===== config.mk =====
export PLATFORM = sky130hd
export DESIGN_NAME = burst_bus_unit
export DESIGN_NICKNAME = d
export VERILOG_FILES = /design/src/common/burst_bus_pkg.sv /design/src/rtl/burst_bus_unit.sv /design/src/rtl/stream_fifo.sv
export SDC_FILE = /design/constraint.sdc
export NUM_CORES = 1
export LEC_CHECK = 0
export ABC_AREA = 0
export BUFFER_PORTS_ARGS = -buffer_cell sky130_fd_sc_hd__clkbuf_2
export CAP_MARGIN = 10
export CORE_UTILIZATION = 54
export DETAILED_ROUTE_END_ITERATION = 10
export GPL_ROUTABILITY_DRIVEN = 0
export PLACE_DENSITY = 0.77
export SYNTH_ARGS = -nofsm -noshare
export SYNTH_HDL_FRONTEND = slang
export SYNTH_SLANG_ARGS = --single-unit

===== constraint.sdc =====
create_clock -name clock -period 4.2 [get_ports clock]
set_input_delay 0.42 -clock clock [delete_from_list [all_inputs] [get_ports clock]]
set_output_delay 0.42 -clock clock [all_outputs]
set_load 0.02 [all_outputs]

===== src/common/burst_bus_pkg.sv =====
`default_nettype none
package burst_bus_pkg;

  localparam int unsigned SELFTEST_DEFAULT = 24000;
  localparam int TEST_CNT_W = 16;
  localparam int DATA_W = 16;
  localparam int ADDR_W = 32;
  localparam int SUM_W = 32;
  localparam int IDX_W = 3;
  localparam int IDX_LO = 1;
  localparam int IDX_HI = 3;
  localparam int FIFO_DEPTH = 16;

  // Eight 32-bit words are read as two bursts of eight halfwords
  localparam logic [IDX_W-1:0] CHK_LAST_CNT = 3'h7;
  localparam logic [ADDR_W-1:0] CHK_FIRST_ADDR = 32'h0000_0000;
  localparam logic [ADDR_W-1:0] CHK_SECOND_ADDR = 32'h0000_0010;
  localparam logic [1:0] BOTH_LANES = 2'h3;
  localparam logic [1:0] NO_LANES_N = 2'h3;

  typedef struct packed {
    logic [ADDR_W-1:0] addr;
    logic write;
    logic [IDX_W-1:0] words_m1;
    logic [1:0] lanes;
  } bus_req_t;

  typedef struct packed {
    logic [DATA_W-1:0] shared_bus_lines;
    logic shared_bus_oe;
    logic [ADDR_W-DATA_W-1:0] addr_high;
    logic addr_high_oe;
    logic [IDX_W-1:0] word_index_lines;
    logic word_index_oe;
    logic [1:0] byte_lane_selects_n;
    logic byte_lane_oe;
    logic burst_final_marker_n;
    logic burst_final_oe;
    logic addr_latch;
    logic addr_status_n;
    logic data_enable_n;
    logic write_not_read;
    logic control_oe;
    logic bus_grant_out;
    logic bus_grant_oe;
  } pins_t;

  localparam pins_t PINS_RESET = '{addr_status_n: 1'h1, data_enable_n: 1'h1,
                                   control_oe: 1'h1, bus_grant_oe: 1'h1,
                                   default: '0};

  typedef enum logic [2:0] {
    ST_TEST, ST_FAIL, ST_IDLE, ST_ADDR, ST_DATA, ST_FLOAT, ST_HOLD
  } bus_state_t;

endpackage
`default_nettype wire


===== src/rtl/burst_bus_unit.sv =====
`timescale 1ns/1ps
`default_nettype none
// Behaviour
// Guard low at reset end floats everything
// Upper select bits 15:8, lower 7:0
// Selects mark participating bytes each transfer
// Failure shown as final marker, no lanes
// Failure shown only before first transaction
// Failure held during self-test, cleared on pass
// Checksum eight words; mismatch fails forever
// Float lines first, then grant, then yield
// Request dropped: grant low, idle or address
// Grant driven except in float mode, low in reset
// Final marker low through last transfer, waits
// Master drives lines only while granted
// No ready: insert wait phase, repeat
// Word index increments each burst word
module burst_bus_unit #(
  parameter int unsigned SELFTEST_CYCLES = burst_bus_pkg::SELFTEST_DEFAULT
) (
  // Clock and reset
  input wire logic clock,
  input wire logic reset,
  // Core requests
  input wire logic req_valid,
  output logic req_ready,
  input wire burst_bus_pkg::bus_req_t req,
  input wire logic wdata_valid,
  output logic wdata_ready,
  input wire logic [burst_bus_pkg::DATA_W-1:0] wdata,
  output logic rdata_valid,
  input wire logic rdata_ready,
  output logic [burst_bus_pkg::DATA_W-1:0] rdata,
  // Initialisation status
  input wire logic selftest_fault,
  output logic init_done,
  output logic init_failed,
  // Bus pins
  input wire logic [burst_bus_pkg::DATA_W-1:0] shared_bus_in,
  input wire logic ready_n,
  input wire logic bus_request,
  input wire logic bus_guard_n,
  output burst_bus_pkg::pins_t pins
);
  import burst_bus_pkg::*;

  function automatic logic start_ok(input logic valid, input logic wr,
                                    input logic wvalid);
    start_ok = valid && (!wr || wvalid);
  endfunction

  // Pin synchronisers: a change counts once stages two and three agree
  logic [2:0] req_s, rdy_s, guard_s;
  logic [DATA_W-1:0] ad_s1, ad_s2, ad_s3;
  logic req_f, rdy_n_f, guard_n_f, once_r;

  always_ff @(posedge clock) begin
    req_s <= {req_s[1:0], bus_request};
    rdy_s <= {rdy_s[1:0], ready_n};
    guard_s <= {guard_s[1:0], bus_guard_n};
    ad_s1 <= shared_bus_in;
    ad_s2 <= ad_s1;
    ad_s3 <= ad_s2;
    if (req_s[1] == req_s[2]) begin
      req_f <= req_s[2];
    end
    if (rdy_s[1] == rdy_s[2]) begin
      rdy_n_f <= rdy_s[2];
    end
    if (guard_s[1] == guard_s[2]) begin
      guard_n_f <= guard_s[2];
    end
    // Strap follows the guard while reset is held, frozen at release
    if (reset) begin
      once_r <= ~guard_n_f;
    end
  end

  bus_state_t st_r, st_nxt;
  logic [TEST_CNT_W-1:0] test_cnt_r, test_cnt_nxt;
  logic [ADDR_W-1:0] addr_r, addr_nxt;
  logic write_r, write_nxt, chk_r, chk_nxt, chk2_r, chk2_nxt;
  logic done_r, done_nxt, rdy_used_r, rdy_used_nxt;
  logic [1:0] lanes_r, lanes_nxt;
  logic [IDX_W-1:0] cnt_r, cnt_nxt, idx_r, idx_nxt;
  logic [SUM_W-1:0] sum_r, sum_nxt;
  logic [DATA_W-1:0] wd_r, wd_nxt;
  pins_t pins_r, pins_nxt;
  logic xfer, launch, push, push_ready;

  always_comb begin
    st_nxt = st_r;
    test_cnt_nxt = test_cnt_r;
    addr_nxt = addr_r;
    write_nxt = write_r;
    chk_nxt = chk_r;
    chk2_nxt = chk2_r;
    done_nxt = done_r;
    // A used ready re-arms only once the filtered pin has gone high again
    rdy_used_nxt = rdy_used_r && !rdy_n_f;
    lanes_nxt = lanes_r;
    cnt_nxt = cnt_r;
    idx_nxt = idx_r;
    sum_nxt = sum_r;
    wd_nxt = wd_r;
    req_ready = 1'h0;
    wdata_ready = 1'h0;
    xfer = 1'h0;
    launch = 1'h0;
    push = 1'h0;
    case (st_r)
      ST_TEST: begin
        test_cnt_nxt = test_cnt_r + 1'h1;
        if (test_cnt_r == TEST_CNT_W'(SELFTEST_CYCLES - 1)) begin
          if (selftest_fault) begin
            st_nxt = ST_FAIL;
          end else begin
            st_nxt = ST_ADDR;
            chk_nxt = 1'h1;
            addr_nxt = CHK_FIRST_ADDR;
            write_nxt = 1'h0;
            lanes_nxt = BOTH_LANES;
            cnt_nxt = CHK_LAST_CNT;
            idx_nxt = CHK_FIRST_ADDR[IDX_HI:IDX_LO];
          end
        end
      end
      ST_IDLE: begin
        if (req_f) begin
          st_nxt = ST_FLOAT;
        end else begin
          launch = start_ok(req_valid, req.write, wdata_valid);
        end
      end
      ST_ADDR: st_nxt = ST_DATA;
      ST_DATA: begin
        // Without ready the phase repeats as a wait phase; the filtered
        // ready lingers low, so one low stretch pays for one word only
        xfer = !rdy_n_f && !rdy_used_r
               && (write_r ? (cnt_r == '0 || wdata_valid)
                           : (chk_r || push_ready));
        if (xfer) begin
          rdy_used_nxt = 1'h1;
          push = !write_r && !chk_r;
          if (chk_r) begin
            sum_nxt = sum_r + (idx_r[0] ? {ad_s3, {DATA_W{1'h0}}}
                                        : {{DATA_W{1'h0}}, ad_s3});
          end
          if (cnt_r == '0) begin
            if (!chk_r) begin
              st_nxt = ST_IDLE;
            end else if (!chk2_r) begin
              chk2_nxt = 1'h1;
              addr_nxt = CHK_SECOND_ADDR;
              idx_nxt = CHK_SECOND_ADDR[IDX_HI:IDX_LO];
              cnt_nxt = CHK_LAST_CNT;
              st_nxt = ST_ADDR;
            end else begin
              chk_nxt = 1'h0;
              done_nxt = sum_nxt == '0;
              st_nxt = (sum_nxt == '0) ? ST_IDLE : ST_FAIL;
            end
          end else begin
            cnt_nxt = cnt_r - 1'h1;
            idx_nxt = idx_r + 1'h1;
            if (write_r) begin
              wdata_ready = 1'h1;
              wd_nxt = wdata;
            end
          end
        end
      end
      ST_FLOAT: st_nxt = ST_HOLD;
      ST_HOLD: begin
        // Master has already released the lines before dropping its request
        if (!req_f) begin
          st_nxt = ST_IDLE;
          launch = start_ok(req_valid, req.write, wdata_valid);
        end
      end
      ST_FAIL: st_nxt = ST_FAIL;
      default: st_nxt = ST_TEST;
    endcase
    if (launch) begin
      st_nxt = ST_ADDR;
      req_ready = 1'h1;
      addr_nxt = req.addr;
      write_nxt = req.write;
      lanes_nxt = req.lanes;
      cnt_nxt = req.words_m1;
      idx_nxt = req.addr[IDX_HI:IDX_LO];
      if (req.write) begin
        wdata_ready = 1'h1;
        wd_nxt = wdata;
      end
    end
  end

  // Pins follow the next state so they change with the phase itself
  always_comb begin
    pins_nxt = PINS_RESET;
    pins_nxt.burst_final_marker_n = 1'h1;
    pins_nxt.burst_final_oe = 1'h1;
    pins_nxt.byte_lane_selects_n = NO_LANES_N;
    pins_nxt.byte_lane_oe = 1'h1;
    pins_nxt.word_index_lines = idx_nxt;
    pins_nxt.write_not_read = write_nxt;
    pins_nxt.addr_high = addr_nxt[ADDR_W-1:DATA_W];
    case (st_nxt)
      ST_TEST, ST_FAIL: begin
        pins_nxt.burst_final_marker_n = 1'h0;
      end
      ST_ADDR: begin
        pins_nxt.shared_bus_lines = addr_nxt[DATA_W-1:0];
        pins_nxt.shared_bus_oe = 1'h1;
        pins_nxt.addr_high_oe = 1'h1;
        pins_nxt.word_index_oe = 1'h1;
        pins_nxt.addr_latch = 1'h1;
        pins_nxt.addr_status_n = 1'h0;
      end
      ST_DATA: begin
        pins_nxt.shared_bus_lines = wd_nxt;
        pins_nxt.shared_bus_oe = write_nxt;
        pins_nxt.addr_high_oe = 1'h1;
        pins_nxt.word_index_oe = 1'h1;
        pins_nxt.data_enable_n = 1'h0;
        pins_nxt.byte_lane_selects_n = ~lanes_nxt;
        pins_nxt.burst_final_marker_n = cnt_nxt != '0;
      end
      ST_FLOAT, ST_HOLD: begin
        pins_nxt.burst_final_oe = 1'h0;
        pins_nxt.byte_lane_oe = 1'h0;
        pins_nxt.control_oe = 1'h0;
        pins_nxt.bus_grant_out = st_nxt == ST_HOLD;
      end
      default: pins_nxt.bus_grant_out = 1'h0;
    endcase
    if (once_r) begin
      pins_nxt.shared_bus_oe = 1'h0;
      pins_nxt.addr_high_oe = 1'h0;
      pins_nxt.word_index_oe = 1'h0;
      pins_nxt.byte_lane_oe = 1'h0;
      pins_nxt.burst_final_oe = 1'h0;
      pins_nxt.control_oe = 1'h0;
      pins_nxt.bus_grant_oe = 1'h0;
    end
  end

  always_ff @(posedge clock or posedge reset) begin
    if (reset) begin
      st_r <= ST_TEST;
      test_cnt_r <= '0;
      addr_r <= '0;
      write_r <= 1'h0;
      chk_r <= 1'h0;
      chk2_r <= 1'h0;
      done_r <= 1'h0;
      rdy_used_r <= 1'h0;
      lanes_r <= '0;
      cnt_r <= '0;
      idx_r <= '0;
      sum_r <= '0;
      wd_r <= '0;
      pins_r <= PINS_RESET;
    end else begin
      st_r <= st_nxt;
      test_cnt_r <= test_cnt_nxt;
      addr_r <= addr_nxt;
      write_r <= write_nxt;
      chk_r <= chk_nxt;
      chk2_r <= chk2_nxt;
      done_r <= done_nxt;
      rdy_used_r <= rdy_used_nxt;
      lanes_r <= lanes_nxt;
      cnt_r <= cnt_nxt;
      idx_r <= idx_nxt;
      sum_r <= sum_nxt;
      wd_r <= wd_nxt;
      pins_r <= pins_nxt;
    end
  end

  assign pins = pins_r;
  assign init_done = done_r;
  assign init_failed = st_r == ST_FAIL;

  // Read data stalls the bus via push_ready when the core stops draining
  stream_fifo #(
    .WIDTH(DATA_W),
    .DEPTH(FIFO_DEPTH)
  ) u_read_fifo (
    .clock(clock),
    .reset(reset),
    .in_valid(push),
    .in_ready(push_ready),
    .in_data(ad_s3),
    .out_valid(rdata_valid),
    .out_ready(rdata_ready),
    .out_data(rdata)
  );
endmodule
`default_nettype wire


===== src/rtl/stream_fifo.sv =====
`timescale 1ns/1ps
`default_nettype none
module stream_fifo #(
  parameter int WIDTH = 16,
  parameter int DEPTH = 16
) (
  // Clock and reset
  input wire logic clock,
  input wire logic reset,
  // Fill side
  input wire logic in_valid,
  output logic in_ready,
  input wire logic [WIDTH-1:0] in_data,
  // Drain side
  output logic out_valid,
  input wire logic out_ready,
  output logic [WIDTH-1:0] out_data
);
  // DEPTH must be a power of two; the extra pointer bit tells full from empty
  localparam int PW = $clog2(DEPTH);

  logic [WIDTH-1:0] mem [DEPTH];
  logic [PW:0] wr_r, wr_nxt, rd_r, rd_nxt;
  logic push, pop;

  always_comb begin
    in_ready = (wr_r - rd_r) != (PW+1)'(DEPTH);
    out_valid = wr_r != rd_r;
    out_data = mem[rd_r[PW-1:0]];
    push = in_valid && in_ready;
    pop = out_valid && out_ready;
    wr_nxt = wr_r + (PW+1)'(push);
    rd_nxt = rd_r + (PW+1)'(pop);
  end

  always_ff @(posedge clock or posedge reset) begin
    if (reset) begin
      wr_r <= '0;
      rd_r <= '0;
    end else begin
      wr_r <= wr_nxt;
      rd_r <= rd_nxt;
    end
  end

  always_ff @(posedge clock) begin
    if (push) begin
      mem[wr_r[PW-1:0]] <= in_data;
    end
  end

endmodule
`default_nettype wire


==> out/summary.txt <==
outcome: finished, violations left
failing checks: hold timing
final setup margin: 0.159 ns
Layout area overhead: 15.7%
drt pass-1 iters: 5
Post-CTS Setup Inserts: 0
Worst Hold Class: in -> async
layout cells sized above 1: 25.9%
Die Span X: 191 um
setup_tns: 0 ns
total inserted antenna cells: 0
P_int: 0.00712 W
flops & latches, synth: 452
number of flops mapped to enable cells by yosys: 260
top cell type's share of synthesized area: 40.6%
Nets: 1619
Slew Limit Fails: 0
die area: 36400 um2
worst-path maximum fanout: 17
Total Wirelength: 45100 um
clk root buf: clkbuf_16
CP arrival: 3.62 ns
Slew @ Worst Pin: 1.15 ns
via count: 12.2k
syn nets: 1440
Final Hold Viols: 5
R2R Setup Slk: 0.25 ns
IO Pins: 150
Core Util, Final: 63.9%
number of max-cap violations: 0
power per cell area: 404 nW/um2
worst r2r src: pins[13]
post-route minimum period: 4.04 ns
WP data required: 3.78 ns
Syn Inst Count: 1317
Clock H-tree levels: 2
DP Worst Slack: 0.282 ns
post-DR wirelength/cell: 22.7 um
Synth Area per Inst: 14.6 um2
final setup fails: 0
CTS Buf Count: 45
Mapped Area: 19200 um2
Reg2Reg Depth: 13
Antenna Nets Post-Route: 0
most area-hungry cell type in the Yosys netlist: edfxtp_1
clock sinks: 452
vias in the first global route: 12.2k
most common cell after layout, fill and taps aside: edfxtp_1
CP Capture Type: primary output
Critical-path top delay cell: o32ai_4
WHS: -0.0171 ns
CTS tree: yes
post-route design area: 22200 um2
Detail Placement HPWL: 29100 um
Highest Clock Rate: 247 MHz
global route overflow: 0
antenna violations before repair: 0
I/O Buffers: 149
leakage: 8.68 nW
Setup Skew: 0.0325 ns
pin count of the biggest net entering global routing: 80
Reg clk slew, reported paths: 0.06 ns
CTS Buffer Depth: 3
Iter 0 DRT Violations: 1099
FFs w/ async S/R, synth: 29.9%
Top delay family on crit path: compound AO/OA/AOI/OAI gates
Slew Limit Headroom: 23.3%
Max stage delay on crit path: 0.92 ns
most frequent cells in the layout: 260 x edfxtp_1, 149 x clkbuf_2, 129 x dfrtp_1, 103 x nand2_1, 80 x mux4_2
vias per cell: 6.12
all-layer global routing usage: 25.5%
clock share of power: 45.0%
FILL cells: 2411
most common flop cell mapped by yosys: edfxtp_1
Synth cell types: 76
Seq pwr share: 53.0%
number of cells in the finished layout apart from fillers: 1988
Initial Utilization: 55.3%
Inst Count DP: 1885
RSZ-0062 raised after global routing: no
period utilization: 96.2%
clock latency on the worst-skew pair: 0.59 ns
switching share of power: 20.7%
first-pass GRT wire length: 69400 um
crit path kind: reg -> out
logic gate share of total power: 1.9%
residual DRC count: 0
Net Switching: 0.00186 W
overall die height: 191 um
Setup crit start kind: register
CP Cell Sequence: ha_1 > nor2b_1 > o21a_1 > o211ai_1 > a211o_1 > o311ai_4 > o32ai_4 > clkbuf_2
core footprint: 34800 um2
register area share after synthesis: 64.1%
Worst Path Buf+Inv: 1
top cells by area, synth: edfxtp_1 41%, dfrtp_1 17%, mux4_2 9.4%
YS warnings: 0
R2R Path End: init_done
DP Area: 20500 um2
Cell Rows: 68
worst vdd ir: 0.000469 V
==> how the worst max path moves through the flow <==
stage	startpoint	slack, ns	cells after the start	end
after global placement	ad_s3[1]	0.40	12	st_r[0]
after detailed placement	ad_s3[1]	0.28	12	init_done
after floorplan	u_read_fifo.rd_r[1]	0.09	12	u_read_fifo.mem[3][0]
after CTS	u_read_fifo.wr_r[1]	0.18	8	wdata_ready
final	u_read_fifo.wr_r[1]	0.16	8	wdata_ready
after global routing	ad_s3[5]	0.009	12	init_done
==> synthesized netlist by cell type, types with 3 or more instances <==
cell and n:
a31oi_1 11, dfstp_2 4, o21ai_0 55, nor2_1 62, ha_1 43, dfxtp_1 57, o31ai_1 6, xnor2_1 31
nor4_1 9, mux4_2 80, nand3b_1 4, nor2b_1 21, nor4b_1 3, and3_1 4, nor3_1 18, nor4bb_1 4
o21bai_1 5, buf_4 19, or3_1 8, and2_1 20, mux2_4 9, nand2_1 103, or4_1 4, clkbuf_1 42
a21o_1 11, mux2_2 16, edfxtp_1 260, a22oi_1 3, a21oi_1 45, o21a_1 5, nand4_1 14, a22o_1 18
xor2_1 19, dfrtp_1 131, o211ai_1 10, a211oi_1 10, buf_1 8, a211o_1 5, a32o_1 16, inv_1 24
nand2b_1 9, mux2i_1 10, buf_2 9, nand3_1 30
==> cells by family after synthesis <==
family | synth area share [%]
adders and majority gates | 2.90
DFF | 64.1
xor gates and xnor gates | 2.28
AOI/OAI and AO/OA | 8.49
and+or+nand+nor | 8.15
muxes | 11.5
buffers and inverters | 2.52
==> per-stage QoR <==
| stage | power [W] | hold slack (ns) |
|---|---|---|
| 3_3_place_gp | 0.00500 | 0.311 |
| 4_1_cts | 0.00905 | 0.00646 |
| 3_5_place_dp | 0.00501 | 0.312 |
| 6_report | 0.00898 | -0.0171 |
| 2_1_floorplan | 0.00492 | 0.310 |
| 5_1_grt | 0.00924 | 0.0379 |
==> layer usage <==
metal	part of all wire [%]	global-route usage, %	up-vias
met5	0	0	-
met2	50	42.4	544
met3	7.3	4.99	90
met1	40	33.4	6149
li1	-	-	5386
met4	2.7	8.89	0
==> power groups by stage <==
stage               registers (W)  clock network (W)   logic, W
floorplan                 0.00485                  0  0.0000688
global placement          0.00485                  0   0.000155
detailed placement        0.00485                  0   0.000160
CTS                       0.00476            0.00412   0.000175
global route              0.00476            0.00428   0.000193
finish                    0.00476            0.00405   0.000175
==> final cells by class <==
type,instances,area [um2],share of cell area (%)
inverter,26,103,0.461
multi-input combinational,760,6450,29.0
tap,455,569,2.56
clock buffer,59,1210,5.45
timing repair buffer,211,1270,5.72
sequential,452,12300,55.5
clock inverter,25,295,1.33
==> worst reg2reg max path, cell delays in order, from the launching register on <==
cell       delay (ns)
dfrtp_1          0.40
buf_12           0.18
nor2b_1          0.27
ha_1             0.34
a21oi_1          0.14
o21ai_1          0.42
mux2i_1          0.14
o31ai_1          0.35
nand4_1          0.13
nor4_1           0.35
nand4_1          0.22
a2111oi_2        0.52
o2111a_1         0.29
a22o_1           0.14
==> sequential cells by signal, indices dropped and copies added (netlist names), 16 cells and up <==
register / flops
ad_s3: 16
ad_s1: 16
ad_s2: 16
sum_r: 32
pins: 47
wd_r: 16
u_read_fifo.mem: 256
test_cnt_r: 16
==> timing repair <==
action	in CTS	in global routing
hold buffers	19	0
setup endpoints to repair	0	2
endpoints found under the hold margin	19	0
gates resized for setup	0	4
Power figures use the tool's default switching activity.
